`src/dic_pkg.sv`:
```
// Package for the digital input conditioning block: object map, field
// layout, reset values, routing source codes and sample timing.
// Assumes a single 100 MHz controller clock; every user writes dic_pkg::name.
package dic_pkg;

  // ----------------------------------------------------------------
  // Object map (index and subindex)
  // ----------------------------------------------------------------
  localparam logic [15:0] OBJ_CFG_INDEX = 16'h3240;
  localparam logic [15:0] OBJ_IMAGE_INDEX = 16'h60FD;
  localparam logic [15:0] OBJ_ROUTE_INDEX = 16'h3242;
  localparam logic [7:0] SUB_SFE = 8'h01;
  localparam logic [7:0] SUB_INV = 8'h02;
  localparam logic [7:0] SUB_FORCE_EN = 8'h03;
  localparam logic [7:0] SUB_FORCE_VAL = 8'h04;
  localparam logic [7:0] SUB_RAW = 8'h05;
  localparam logic [7:0] SUB_THRESH = 8'h06;
  localparam logic [7:0] SUB_DIFF = 8'h07;
  localparam logic [7:0] SUB_ROUTE_EN = 8'h08;
  localparam logic [7:0] SUB_IMAGE = 8'h00;
  localparam logic [7:0] SUB_ROUTE_FIRST = 8'h01;
  localparam logic [7:0] SUB_ROUTE_LAST = 8'h20;

  // ----------------------------------------------------------------
  // Field layout and reset values
  // ----------------------------------------------------------------
  localparam int NUM_INPUTS = 6;
  localparam int NUM_PAIRS = 3;
  localparam int ROUTE_ENTRIES = 32;
  localparam int IMG_LEVEL_LSB = 16;
  localparam int SF_NEG_LIMIT = 0;
  localparam int SF_POS_LIMIT = 1;
  localparam int SF_HOME = 2;
  localparam logic [31:0] RESET_WORD = 32'h0000_0000;
  localparam logic [7:0] RESET_ROUTE = 8'h00;

  // ----------------------------------------------------------------
  // Routing source codes
  // ----------------------------------------------------------------
  localparam logic [6:0] SRC_CONST = 7'h00;
  localparam logic [6:0] SRC_PHYS_LAST = 7'h10;
  localparam logic [6:0] SRC_ENC_A = 7'h44;
  localparam logic [6:0] SRC_ENC_B = 7'h45;
  localparam logic [6:0] SRC_ENC_IDX = 7'h46;
  localparam logic [6:0] SRC_NET = 7'h48;
  localparam int SRC_INVERT_BIT = 7;

  // ----------------------------------------------------------------
  // Sample timing
  // ----------------------------------------------------------------
  localparam int SAMPLE_PERIOD_MS = 1;
  localparam int CLOCK_FREQ_HZ = 100_000_000;
  localparam int MS_CYCLES = SAMPLE_PERIOD_MS * (CLOCK_FREQ_HZ / 1000);

  typedef enum logic {
    MODE_NORMAL = 1'b0,
    MODE_ROUTING = 1'b1
  } dic_mode_t;

  // Settings that steer the conditioning path
  typedef struct packed {
    logic [31:0] sfe;
    logic [31:0] inv;
    logic [31:0] force_en;
    logic [31:0] force_val;
    logic [31:0] thresh;
    logic diff;
    dic_mode_t mode;
  } dic_cfg_t;

endpackage

```
`src/dic_input_cond.sv`:
```
// Digital input conditioning: millisecond sampling, forcing, inversion,
// special functions, threshold and differential select, input routing.
// Assumes pins are synchronous to CLOCK_IN; objects reached by index/subindex.
`timescale 1ns/1ps

module dic_input_cond #(
  parameter int MS_CYCLES = dic_pkg::MS_CYCLES
) (
  input wire logic CLOCK_IN, // 100 MHz clock
  input wire logic RESET_IN, // Synchronous reset, active high
  input wire logic [5:0] PIN_IN, // Input pins 2..7 in pin order
  input wire logic ENC_A_IN, // Encoder channel A
  input wire logic ENC_B_IN, // Encoder channel B
  input wire logic ENC_IDX_IN, // Encoder index
  input wire logic NET_ACTIVE_IN, // Network active status
  input wire logic STEP_DIR_MODE_IN, // Pulse-direction mode active
  input wire logic OBJ_WR_IN, // Object write strobe
  input wire logic OBJ_RD_IN, // Object read strobe
  input wire logic [15:0] OBJ_INDEX_IN, // Object index
  input wire logic [7:0] OBJ_SUB_IN, // Object subindex
  input wire logic [31:0] OBJ_WDATA_IN, // Write data
  output logic [31:0] OBJ_RDATA_OUT, // Read data
  output logic OBJ_ACK_OUT, // Access done pulse
  output logic OBJ_ERR_OUT, // Access refused pulse
  output logic [31:0] IMAGE_OUT, // Digital input image
  output logic [5:0] THRESH_24V_OUT, // Per input 24 V threshold
  output logic DIFF_MODE_OUT, // Differential receivers on
  output logic NEG_LIMIT_OUT, // Negative limit active
  output logic POS_LIMIT_OUT, // Positive limit active
  output logic HOME_OUT, // Home switch active
  output logic STEP_OUT, // Step pulse level
  output logic DIR_OUT // Direction level
);

  // ----------------------------------------------------------------
  // State
  // ----------------------------------------------------------------
  localparam int CW = $clog2(MS_CYCLES + 1);
  localparam logic [CW-1:0] MS_LAST = CW'(MS_CYCLES - 1);

  dic_pkg::dic_cfg_t cfg, next_cfg;
  logic [7:0] route [dic_pkg::ROUTE_ENTRIES];
  logic [7:0] next_route [dic_pkg::ROUTE_ENTRIES];
  logic [7:0] route_dflt [dic_pkg::ROUTE_ENTRIES];
  logic [CW-1:0] ms_cnt, next_ms_cnt;
  logic tick;
  logic [5:0] raw, next_raw;
  logic [31:0] image, next_image;
  logic [31:0] route_img;
  logic [5:0] pin_level, forced, level;
  logic [15:0] phys;
  logic [31:0] rdata, next_rdata;
  logic ack, next_ack, err, next_err;
  logic [5:0] thresh_q;
  logic diff_q, neg_q, pos_q, home_q, step_q, dir_q;
  logic cfg_hit, img_hit, rt_hit, activate;
  logic [4:0] rt_sel;

  // ----------------------------------------------------------------
  // Millisecond strobe
  // ----------------------------------------------------------------
  // Counter starts at zero so the first sample is a full period away
  always_comb begin
    tick = (ms_cnt == MS_LAST);
    next_ms_cnt = tick ? '0 : ms_cnt + CW'(1);
  end

  // ----------------------------------------------------------------
  // Pin front end and conditioning
  // ----------------------------------------------------------------
  // Pair k uses pins 2k+2 (minus) and 2k+3 (plus); upper inputs idle
  always_comb begin
    pin_level = PIN_IN;
    if (cfg.diff) begin
      for (int k = 0; k < dic_pkg::NUM_PAIRS; k++) begin
        pin_level[k] = PIN_IN[2*k+1] & ~PIN_IN[2*k];
      end
      pin_level[5:3] = 3'b000;
    end
    forced = (cfg.force_en[5:0] & cfg.force_val[5:0]) |
             (~cfg.force_en[5:0] & pin_level);
    level = forced ^ cfg.inv[5:0];
    phys = {10'h000, forced};
  end

  // ----------------------------------------------------------------
  // Routing: per-bit source decode and activation defaults
  // ----------------------------------------------------------------
  // Physical sources are taken after forcing so defaults stay exact
  for (genvar i = 0; i < dic_pkg::ROUTE_ENTRIES; i++) begin : g_route
    logic [6:0] code;
    logic src;
    always_comb begin
      code = route[i][6:0];
      if (code == dic_pkg::SRC_CONST) begin
        src = 1'b0;
      end else if (code <= dic_pkg::SRC_PHYS_LAST) begin
        src = phys[4'(code - 7'h01)];
      end else if (code == dic_pkg::SRC_ENC_A) begin
        src = ENC_A_IN;
      end else if (code == dic_pkg::SRC_ENC_B) begin
        src = ENC_B_IN;
      end else if (code == dic_pkg::SRC_ENC_IDX) begin
        src = ENC_IDX_IN;
      end else if (code == dic_pkg::SRC_NET) begin
        src = NET_ACTIVE_IN;
      end else begin
        src = 1'b0;
      end
      route_img[i] = src ^ route[i][dic_pkg::SRC_INVERT_BIT];
      // Defaults rebuild the normal path: input number plus its inversion
      if (i >= dic_pkg::IMG_LEVEL_LSB && i < dic_pkg::IMG_LEVEL_LSB + dic_pkg::NUM_INPUTS) begin
        route_dflt[i] = {cfg.inv[5'(i - dic_pkg::IMG_LEVEL_LSB)],
                         7'(i - dic_pkg::IMG_LEVEL_LSB + 1)};
      end else if (i <= dic_pkg::SF_HOME) begin
        route_dflt[i] = (cfg.sfe[i] && !(STEP_DIR_MODE_IN && i != 0)) ?
                        {cfg.inv[i], 7'(i + 1)} : dic_pkg::RESET_ROUTE;
      end else begin
        route_dflt[i] = dic_pkg::RESET_ROUTE;
      end
    end
  end

  // ----------------------------------------------------------------
  // Image and raw word
  // ----------------------------------------------------------------
  // Pulse-direction mode hands inputs 2 and 3 to the step logic
  always_comb begin
    next_raw = raw;
    next_image = image;
    if (tick) begin
      next_raw = pin_level;
      if (cfg.mode == dic_pkg::MODE_ROUTING) begin
        next_image = route_img;
      end else begin
        next_image = dic_pkg::RESET_WORD;
        next_image[dic_pkg::IMG_LEVEL_LSB +: dic_pkg::NUM_INPUTS] = level;
        next_image[dic_pkg::SF_NEG_LIMIT] = level[0] & cfg.sfe[0];
        next_image[dic_pkg::SF_POS_LIMIT] = level[1] & cfg.sfe[1] & ~STEP_DIR_MODE_IN;
        next_image[dic_pkg::SF_HOME] = level[2] & cfg.sfe[2] & ~STEP_DIR_MODE_IN;
      end
    end
  end

  // ----------------------------------------------------------------
  // Object access
  // ----------------------------------------------------------------
  always_comb begin
    cfg_hit = (OBJ_INDEX_IN == dic_pkg::OBJ_CFG_INDEX) &&
              (OBJ_SUB_IN >= dic_pkg::SUB_SFE) && (OBJ_SUB_IN <= dic_pkg::SUB_ROUTE_EN);
    img_hit = (OBJ_INDEX_IN == dic_pkg::OBJ_IMAGE_INDEX) && (OBJ_SUB_IN == dic_pkg::SUB_IMAGE);
    rt_hit = (OBJ_INDEX_IN == dic_pkg::OBJ_ROUTE_INDEX) &&
             (OBJ_SUB_IN >= dic_pkg::SUB_ROUTE_FIRST) && (OBJ_SUB_IN <= dic_pkg::SUB_ROUTE_LAST);
    rt_sel = 5'(OBJ_SUB_IN - dic_pkg::SUB_ROUTE_FIRST);
    activate = OBJ_WR_IN && cfg_hit && (OBJ_SUB_IN == dic_pkg::SUB_ROUTE_EN) &&
               OBJ_WDATA_IN[0] && (cfg.mode == dic_pkg::MODE_NORMAL);
  end

  // Writes; a write to a read-only object is refused and stores nothing
  always_comb begin
    next_cfg = cfg;
    next_route = route;
    next_ack = OBJ_WR_IN | OBJ_RD_IN;
    next_err = 1'b0;
    next_rdata = rdata;
    if (OBJ_WR_IN) begin
      if (cfg_hit) begin
        case (OBJ_SUB_IN)
          dic_pkg::SUB_SFE: next_cfg.sfe = OBJ_WDATA_IN;
          dic_pkg::SUB_INV: next_cfg.inv = OBJ_WDATA_IN;
          dic_pkg::SUB_FORCE_EN: next_cfg.force_en = OBJ_WDATA_IN;
          dic_pkg::SUB_FORCE_VAL: next_cfg.force_val = OBJ_WDATA_IN;
          dic_pkg::SUB_THRESH: next_cfg.thresh = OBJ_WDATA_IN;
          dic_pkg::SUB_DIFF: next_cfg.diff = OBJ_WDATA_IN[0];
          dic_pkg::SUB_ROUTE_EN: next_cfg.mode = dic_pkg::dic_mode_t'(OBJ_WDATA_IN[0]);
          default: next_err = 1'b1;
        endcase
      end else if (rt_hit) begin
        next_route[rt_sel] = OBJ_WDATA_IN[7:0];
      end else begin
        next_err = 1'b1;
      end
      if (activate) begin
        next_route = route_dflt;
      end
    end else if (OBJ_RD_IN) begin
      next_rdata = dic_pkg::RESET_WORD;
      if (cfg_hit) begin
        case (OBJ_SUB_IN)
          dic_pkg::SUB_SFE: next_rdata = cfg.sfe;
          dic_pkg::SUB_INV: next_rdata = cfg.inv;
          dic_pkg::SUB_FORCE_EN: next_rdata = cfg.force_en;
          dic_pkg::SUB_FORCE_VAL: next_rdata = cfg.force_val;
          dic_pkg::SUB_RAW: next_rdata = {26'h000_0000, raw};
          dic_pkg::SUB_THRESH: next_rdata = cfg.thresh;
          dic_pkg::SUB_DIFF: next_rdata = {31'h0000_0000, cfg.diff};
          dic_pkg::SUB_ROUTE_EN: next_rdata = {31'h0000_0000, cfg.mode};
          default: next_err = 1'b1;
        endcase
      end else if (img_hit) begin
        next_rdata = image;
      end else if (rt_hit) begin
        next_rdata = {24'h00_0000, route[rt_sel]};
      end else begin
        next_err = 1'b1;
      end
    end
  end

  // ----------------------------------------------------------------
  // Registers
  // ----------------------------------------------------------------
  always_ff @(posedge CLOCK_IN) begin
    if (RESET_IN) begin
      cfg <= '0;
      route <= '{default: dic_pkg::RESET_ROUTE};
      ms_cnt <= '0;
      raw <= '0;
      image <= dic_pkg::RESET_WORD;
      rdata <= dic_pkg::RESET_WORD;
      ack <= 1'b0;
      err <= 1'b0;
      thresh_q <= '0;
      diff_q <= 1'b0;
      neg_q <= 1'b0;
      pos_q <= 1'b0;
      home_q <= 1'b0;
      step_q <= 1'b0;
      dir_q <= 1'b0;
    end else begin
      cfg <= next_cfg;
      route <= next_route;
      ms_cnt <= next_ms_cnt;
      raw <= next_raw;
      image <= next_image;
      rdata <= next_rdata;
      ack <= next_ack;
      err <= next_err;
      thresh_q <= cfg.thresh[5:0];
      diff_q <= cfg.diff;
      neg_q <= next_image[dic_pkg::SF_NEG_LIMIT];
      pos_q <= next_image[dic_pkg::SF_POS_LIMIT];
      home_q <= next_image[dic_pkg::SF_HOME];
      // Step pulses are far faster than the sample period: no sampling here
      step_q <= STEP_DIR_MODE_IN & pin_level[2];
      dir_q <= STEP_DIR_MODE_IN & pin_level[1];
    end
  end

  always_comb begin
    OBJ_RDATA_OUT = rdata;
    OBJ_ACK_OUT = ack;
    OBJ_ERR_OUT = err;
    IMAGE_OUT = image;
    THRESH_24V_OUT = thresh_q;
    DIFF_MODE_OUT = diff_q;
    NEG_LIMIT_OUT = neg_q;
    POS_LIMIT_OUT = pos_q;
    HOME_OUT = home_q;
    STEP_OUT = step_q;
    DIR_OUT = dir_q;
  end
endmodule

```
`config.mk`:
```
export PLATFORM = sky130hd
export DESIGN_NAME = dic_input_cond
export DESIGN_NICKNAME = d
export VERILOG_FILES = /design/src/dic_pkg.sv /design/src/dic_input_cond.sv
export SDC_FILE = /design/constraint.sdc
export NUM_CORES = 2
export LEC_CHECK = 0
export ABC_CLOCK_PERIOD_IN_PS = 8500
export CAP_MARGIN = 10
export CORE_MARGIN = 2
export CORE_UTILIZATION = 61
export CTS_CLUSTER_DIAMETER = 100
export DETAILED_ROUTE_END_ITERATION = 10
export DONT_BUFFER_PORTS = 1
export HOLD_SLACK_MARGIN = 0.03
export PLACE_DENSITY = 0.77
export SYNTH_ARGS = -nofsm -noshare
export SYNTH_HDL_FRONTEND = slang
export SYNTH_SLANG_ARGS = --single-unit
```
`constraint.sdc`:
```
create_clock -name CLOCK_IN -period 8.5 [get_ports CLOCK_IN]
set_clock_uncertainty 0.1 [all_clocks]
set_input_delay 1.7 -clock CLOCK_IN [delete_from_list [all_inputs] [get_ports CLOCK_IN]]
set_output_delay 1.7 -clock CLOCK_IN [all_outputs]
set_load 0.005 [all_outputs]
```
==> results.yml <==
detailed_routing:
  initialDrtViolationCount: 4266
  drtPass1Iterations: 7
  avgViaCountPerCell: 7.01
  via_count: 28900
  drc_errors: 0
  wirelength_mm: 108
  detail_route.wl_per_cell_um: 26.2
  ant_nets: 0
clocking:
  cts_tree: "built"
  cts.sinks: 516
  ctsHoldBuffers: 0
  ctsLongestPathBuffers: 3
  root_buffer: "clkbuf_16"
  postCtsSetupRepairBufs: 0
  cts-buffers-inserted: 53
  cts_resized: 0
  path_clk_slew_ns: 0.06
  worst_skew_pair.late_latency_ns: 0.64
  htree_num_levels: 2
sta:
  clock.fmax_mhz: 212
  grt_setup_unrepaired: "false"
  finalSetupViolations: 0
  worstMarginPinSlew_ns: 1.35
  period_needed_ns: 4.71
  setup_tns_ns: 0
  hold-worst-slack_ns: 0.352
  post-route-period-util_pct: 55.4
  maxSlewViolCount: 0
  hold_viol_final: 0
  relSlewSlack_pct: 9.78
worst_setup_path:
  critPathCaptureType: "register"
  r2r_setup_slack_ns: 5.23
  cp_data_arrival_time_ns: 5.14
  cp_max_fo: 71
  worstPathRequired_ns: 8.93
  crit_path_start_kind: "input port"
  worstSetupPathType: "input port to register"
power:
  ir_drop_mv: 0.158
  leakagePower_nw: 10.3
  power_per_cell_area_nw_per_um2: 164
floorplanning:
  die_w_um: 224
  die-area_um2: 50100
  initial_utilization_pct: 61.8
  io_pins: 149
  core_area_um2: 47700
  die_h_um: 224
  rows: 80
synth:
  synth-seq-cells: 516
  syn_nets: 3834
  ys_top_cells_by_area: "dfxtp_1 35%, nand2_1 9.3%, a21oi_1 6.0%"
  synth_flop_cell: "dfxtp_1"
  synth_warnings: 0
  ys_seq_area_share_pct: 35.0
  synth_top_cell_by_area: "dfxtp_1"
  synth_cells: 3629
  synth_top_area_share_pct: 35.0
  async_flop_share_pct: 0
  synth.avg_cell_area_um2: 8.13
  synth_edf_count: 0
  ys_types: 90
  synth_area_um2: 29500
finish:
  area_delta_synth_final_pct: 6.04
  final_common_cell: "nand2_1"
  fin_nets: 3675
  layout_common_cells: "728 x nand2_1, 516 x dfxtp_1, 356 x a21oi_1"
  drive_gt1_share_pct: 7.24
  fillers: 3947
global_routing:
  antenna_found_initial: 4
  grtUsageTotal_pct: 41.9
  grt_pass1_wl_mm: 162
  overflow: 0
  grt_pass1_vias: 27100
  grt_max_degree: 287
place:
  place_congestion: 1.01
  portBuffers: 0
  dp_hpwl_mm: 71.7
job:
  timing.max_cap.violations: 0
min_path:
  min_path_type: "register to register"
status:
  outcome: "completed"
[path summary, 6_finish.rpt]
path | from | endpoint | cells after the start
worst max register to register | cfg[1] | IMAGE_OUT[3] | 7
worst max-delay path | OBJ_SUB_IN[0] | g_route[8].code[2] | 9
worst min-delay path | cfg[32] | cfg[32] | 2
worst min register to register | cfg[32] | cfg[32] | 2
[sequential cells by signal, summed over array words and instances (netlist names), 6 cells and up]
signal	cells
OBJ_RDATA_OUT	32
cfg	162
IMAGE_OUT	32
THRESH_24V_OUT	6
raw	6
route	32
ms_cnt	17
g_route.code	224
[per-stage QoR]
step | std cells | area (um2) | util, % | setup slack [ns] | power [mW]
detailed placement | 4030 | 29500 | 61.8 | 3.31 | 2.73
global placement | 4030 | 29500 | 61.8 | 3.48 | 2.72
CTS | 4121 | 31300 | 65.5 | 3.93 | 5.11
floorplan | 3629 | 29500 | - | 3.74 | 2.68
finish | 4123 | 31300 | 65.5 | 3.79 | 5.14
global route | 4121 | 31300 | 65.5 | 3.60 | 5.22
[Yosys cell counts (14+ instances only)]
| cell | number |
|---|---|
| nand2_1 | 728 |
| dfxtp_1 | 516 |
| a21oi_1 | 356 |
| o21ai_0 | 251 |
| nor2_1 | 244 |
| clkbuf_1 | 184 |
| ha_1 | 134 |
| o2bb2ai_1 | 110 |
| a22o_1 | 80 |
| inv_1 | 79 |
| mux4_2 | 66 |
| nor3_1 | 64 |
| nand3_1 | 58 |
| xor2_1 | 58 |
| xnor2_1 | 45 |
| o22ai_1 | 42 |
| a211oi_1 | 40 |
| buf_2 | 39 |
| a222oi_1 | 38 |
| nand2b_1 | 33 |
| o211ai_1 | 29 |
| nand3b_1 | 28 |
| nor2b_1 | 28 |
| mux2i_1 | 26 |
| nor4_1 | 25 |
| and2_1 | 22 |
| nor3b_1 | 19 |
| or4_1 | 16 |
| or3_1 | 15 |
| buf_6 | 14 |
[metal layers]
| layer | GRT usage, % | vias to the layer above | part of all wire [%] |
|---|---|---|---|
| met5 | 0 | - | 0.0083 |
| met4 | 25.9 | 2 | 7.1 |
| met3 | 10.9 | 519 | 13 |
| met2 | 64.0 | 2082 | 43 |
| met1 | 53.2 | 13600 | 37 |
| li1 | - | 12700 | - |
[final cells by class]
cell class,count,area (um2),area share [%]
Sequential cell,516,10300,33.0
Multi-Input combinational cell,2777,17800,56.9
Clock inverter,16,267,0.852
Tap cell,615,769,2.46
Antenna cell,2,5.00,0.0160
Timing Repair Buffer,40,300,0.960
Clock buffer,75,1520,4.86
Inverter,82,308,0.984
[worst max-delay path, cell delays in order]
cell and delay, ns:
inv_1 0.07, ha_1 0.29, nor3b_2 0.25, nand3b_1 0.17, nand4_2 0.48, nor2_1 0.81, nand2_1 0.68, buf_4 0.45
o21ai_0 0.20
[power by group]
group | internal (mW) | switching (mW) | leakage, nW | total (mW)
sequential | 2.43 | 0.0104 | 4.16 | 2.44
combinational | 0.0692 | 0.181 | 5.22 | 0.250
clock | 1.43 | 1.02 | 0.874 | 2.45
[cells by family (layout without fill, tap and decap cells)]
kind of cell | after synthesis | after routing | share of synthesized area, %
buffers and inverters | 336 | 213 | 4.88
other | 0 | 2 | 0
AOI/OAI and AO/OA | 1092 | 1092 | 24.4
adders and majority gates | 134 | 134 | 5.68
DFF | 516 | 516 | 35.0
and+or+nand+nor | 1348 | 1348 | 20.7
xor gates and xnor gates | 103 | 103 | 3.06
muxes | 100 | 100 | 6.22
No activity file was read; power rests on OpenSTA's default activity.
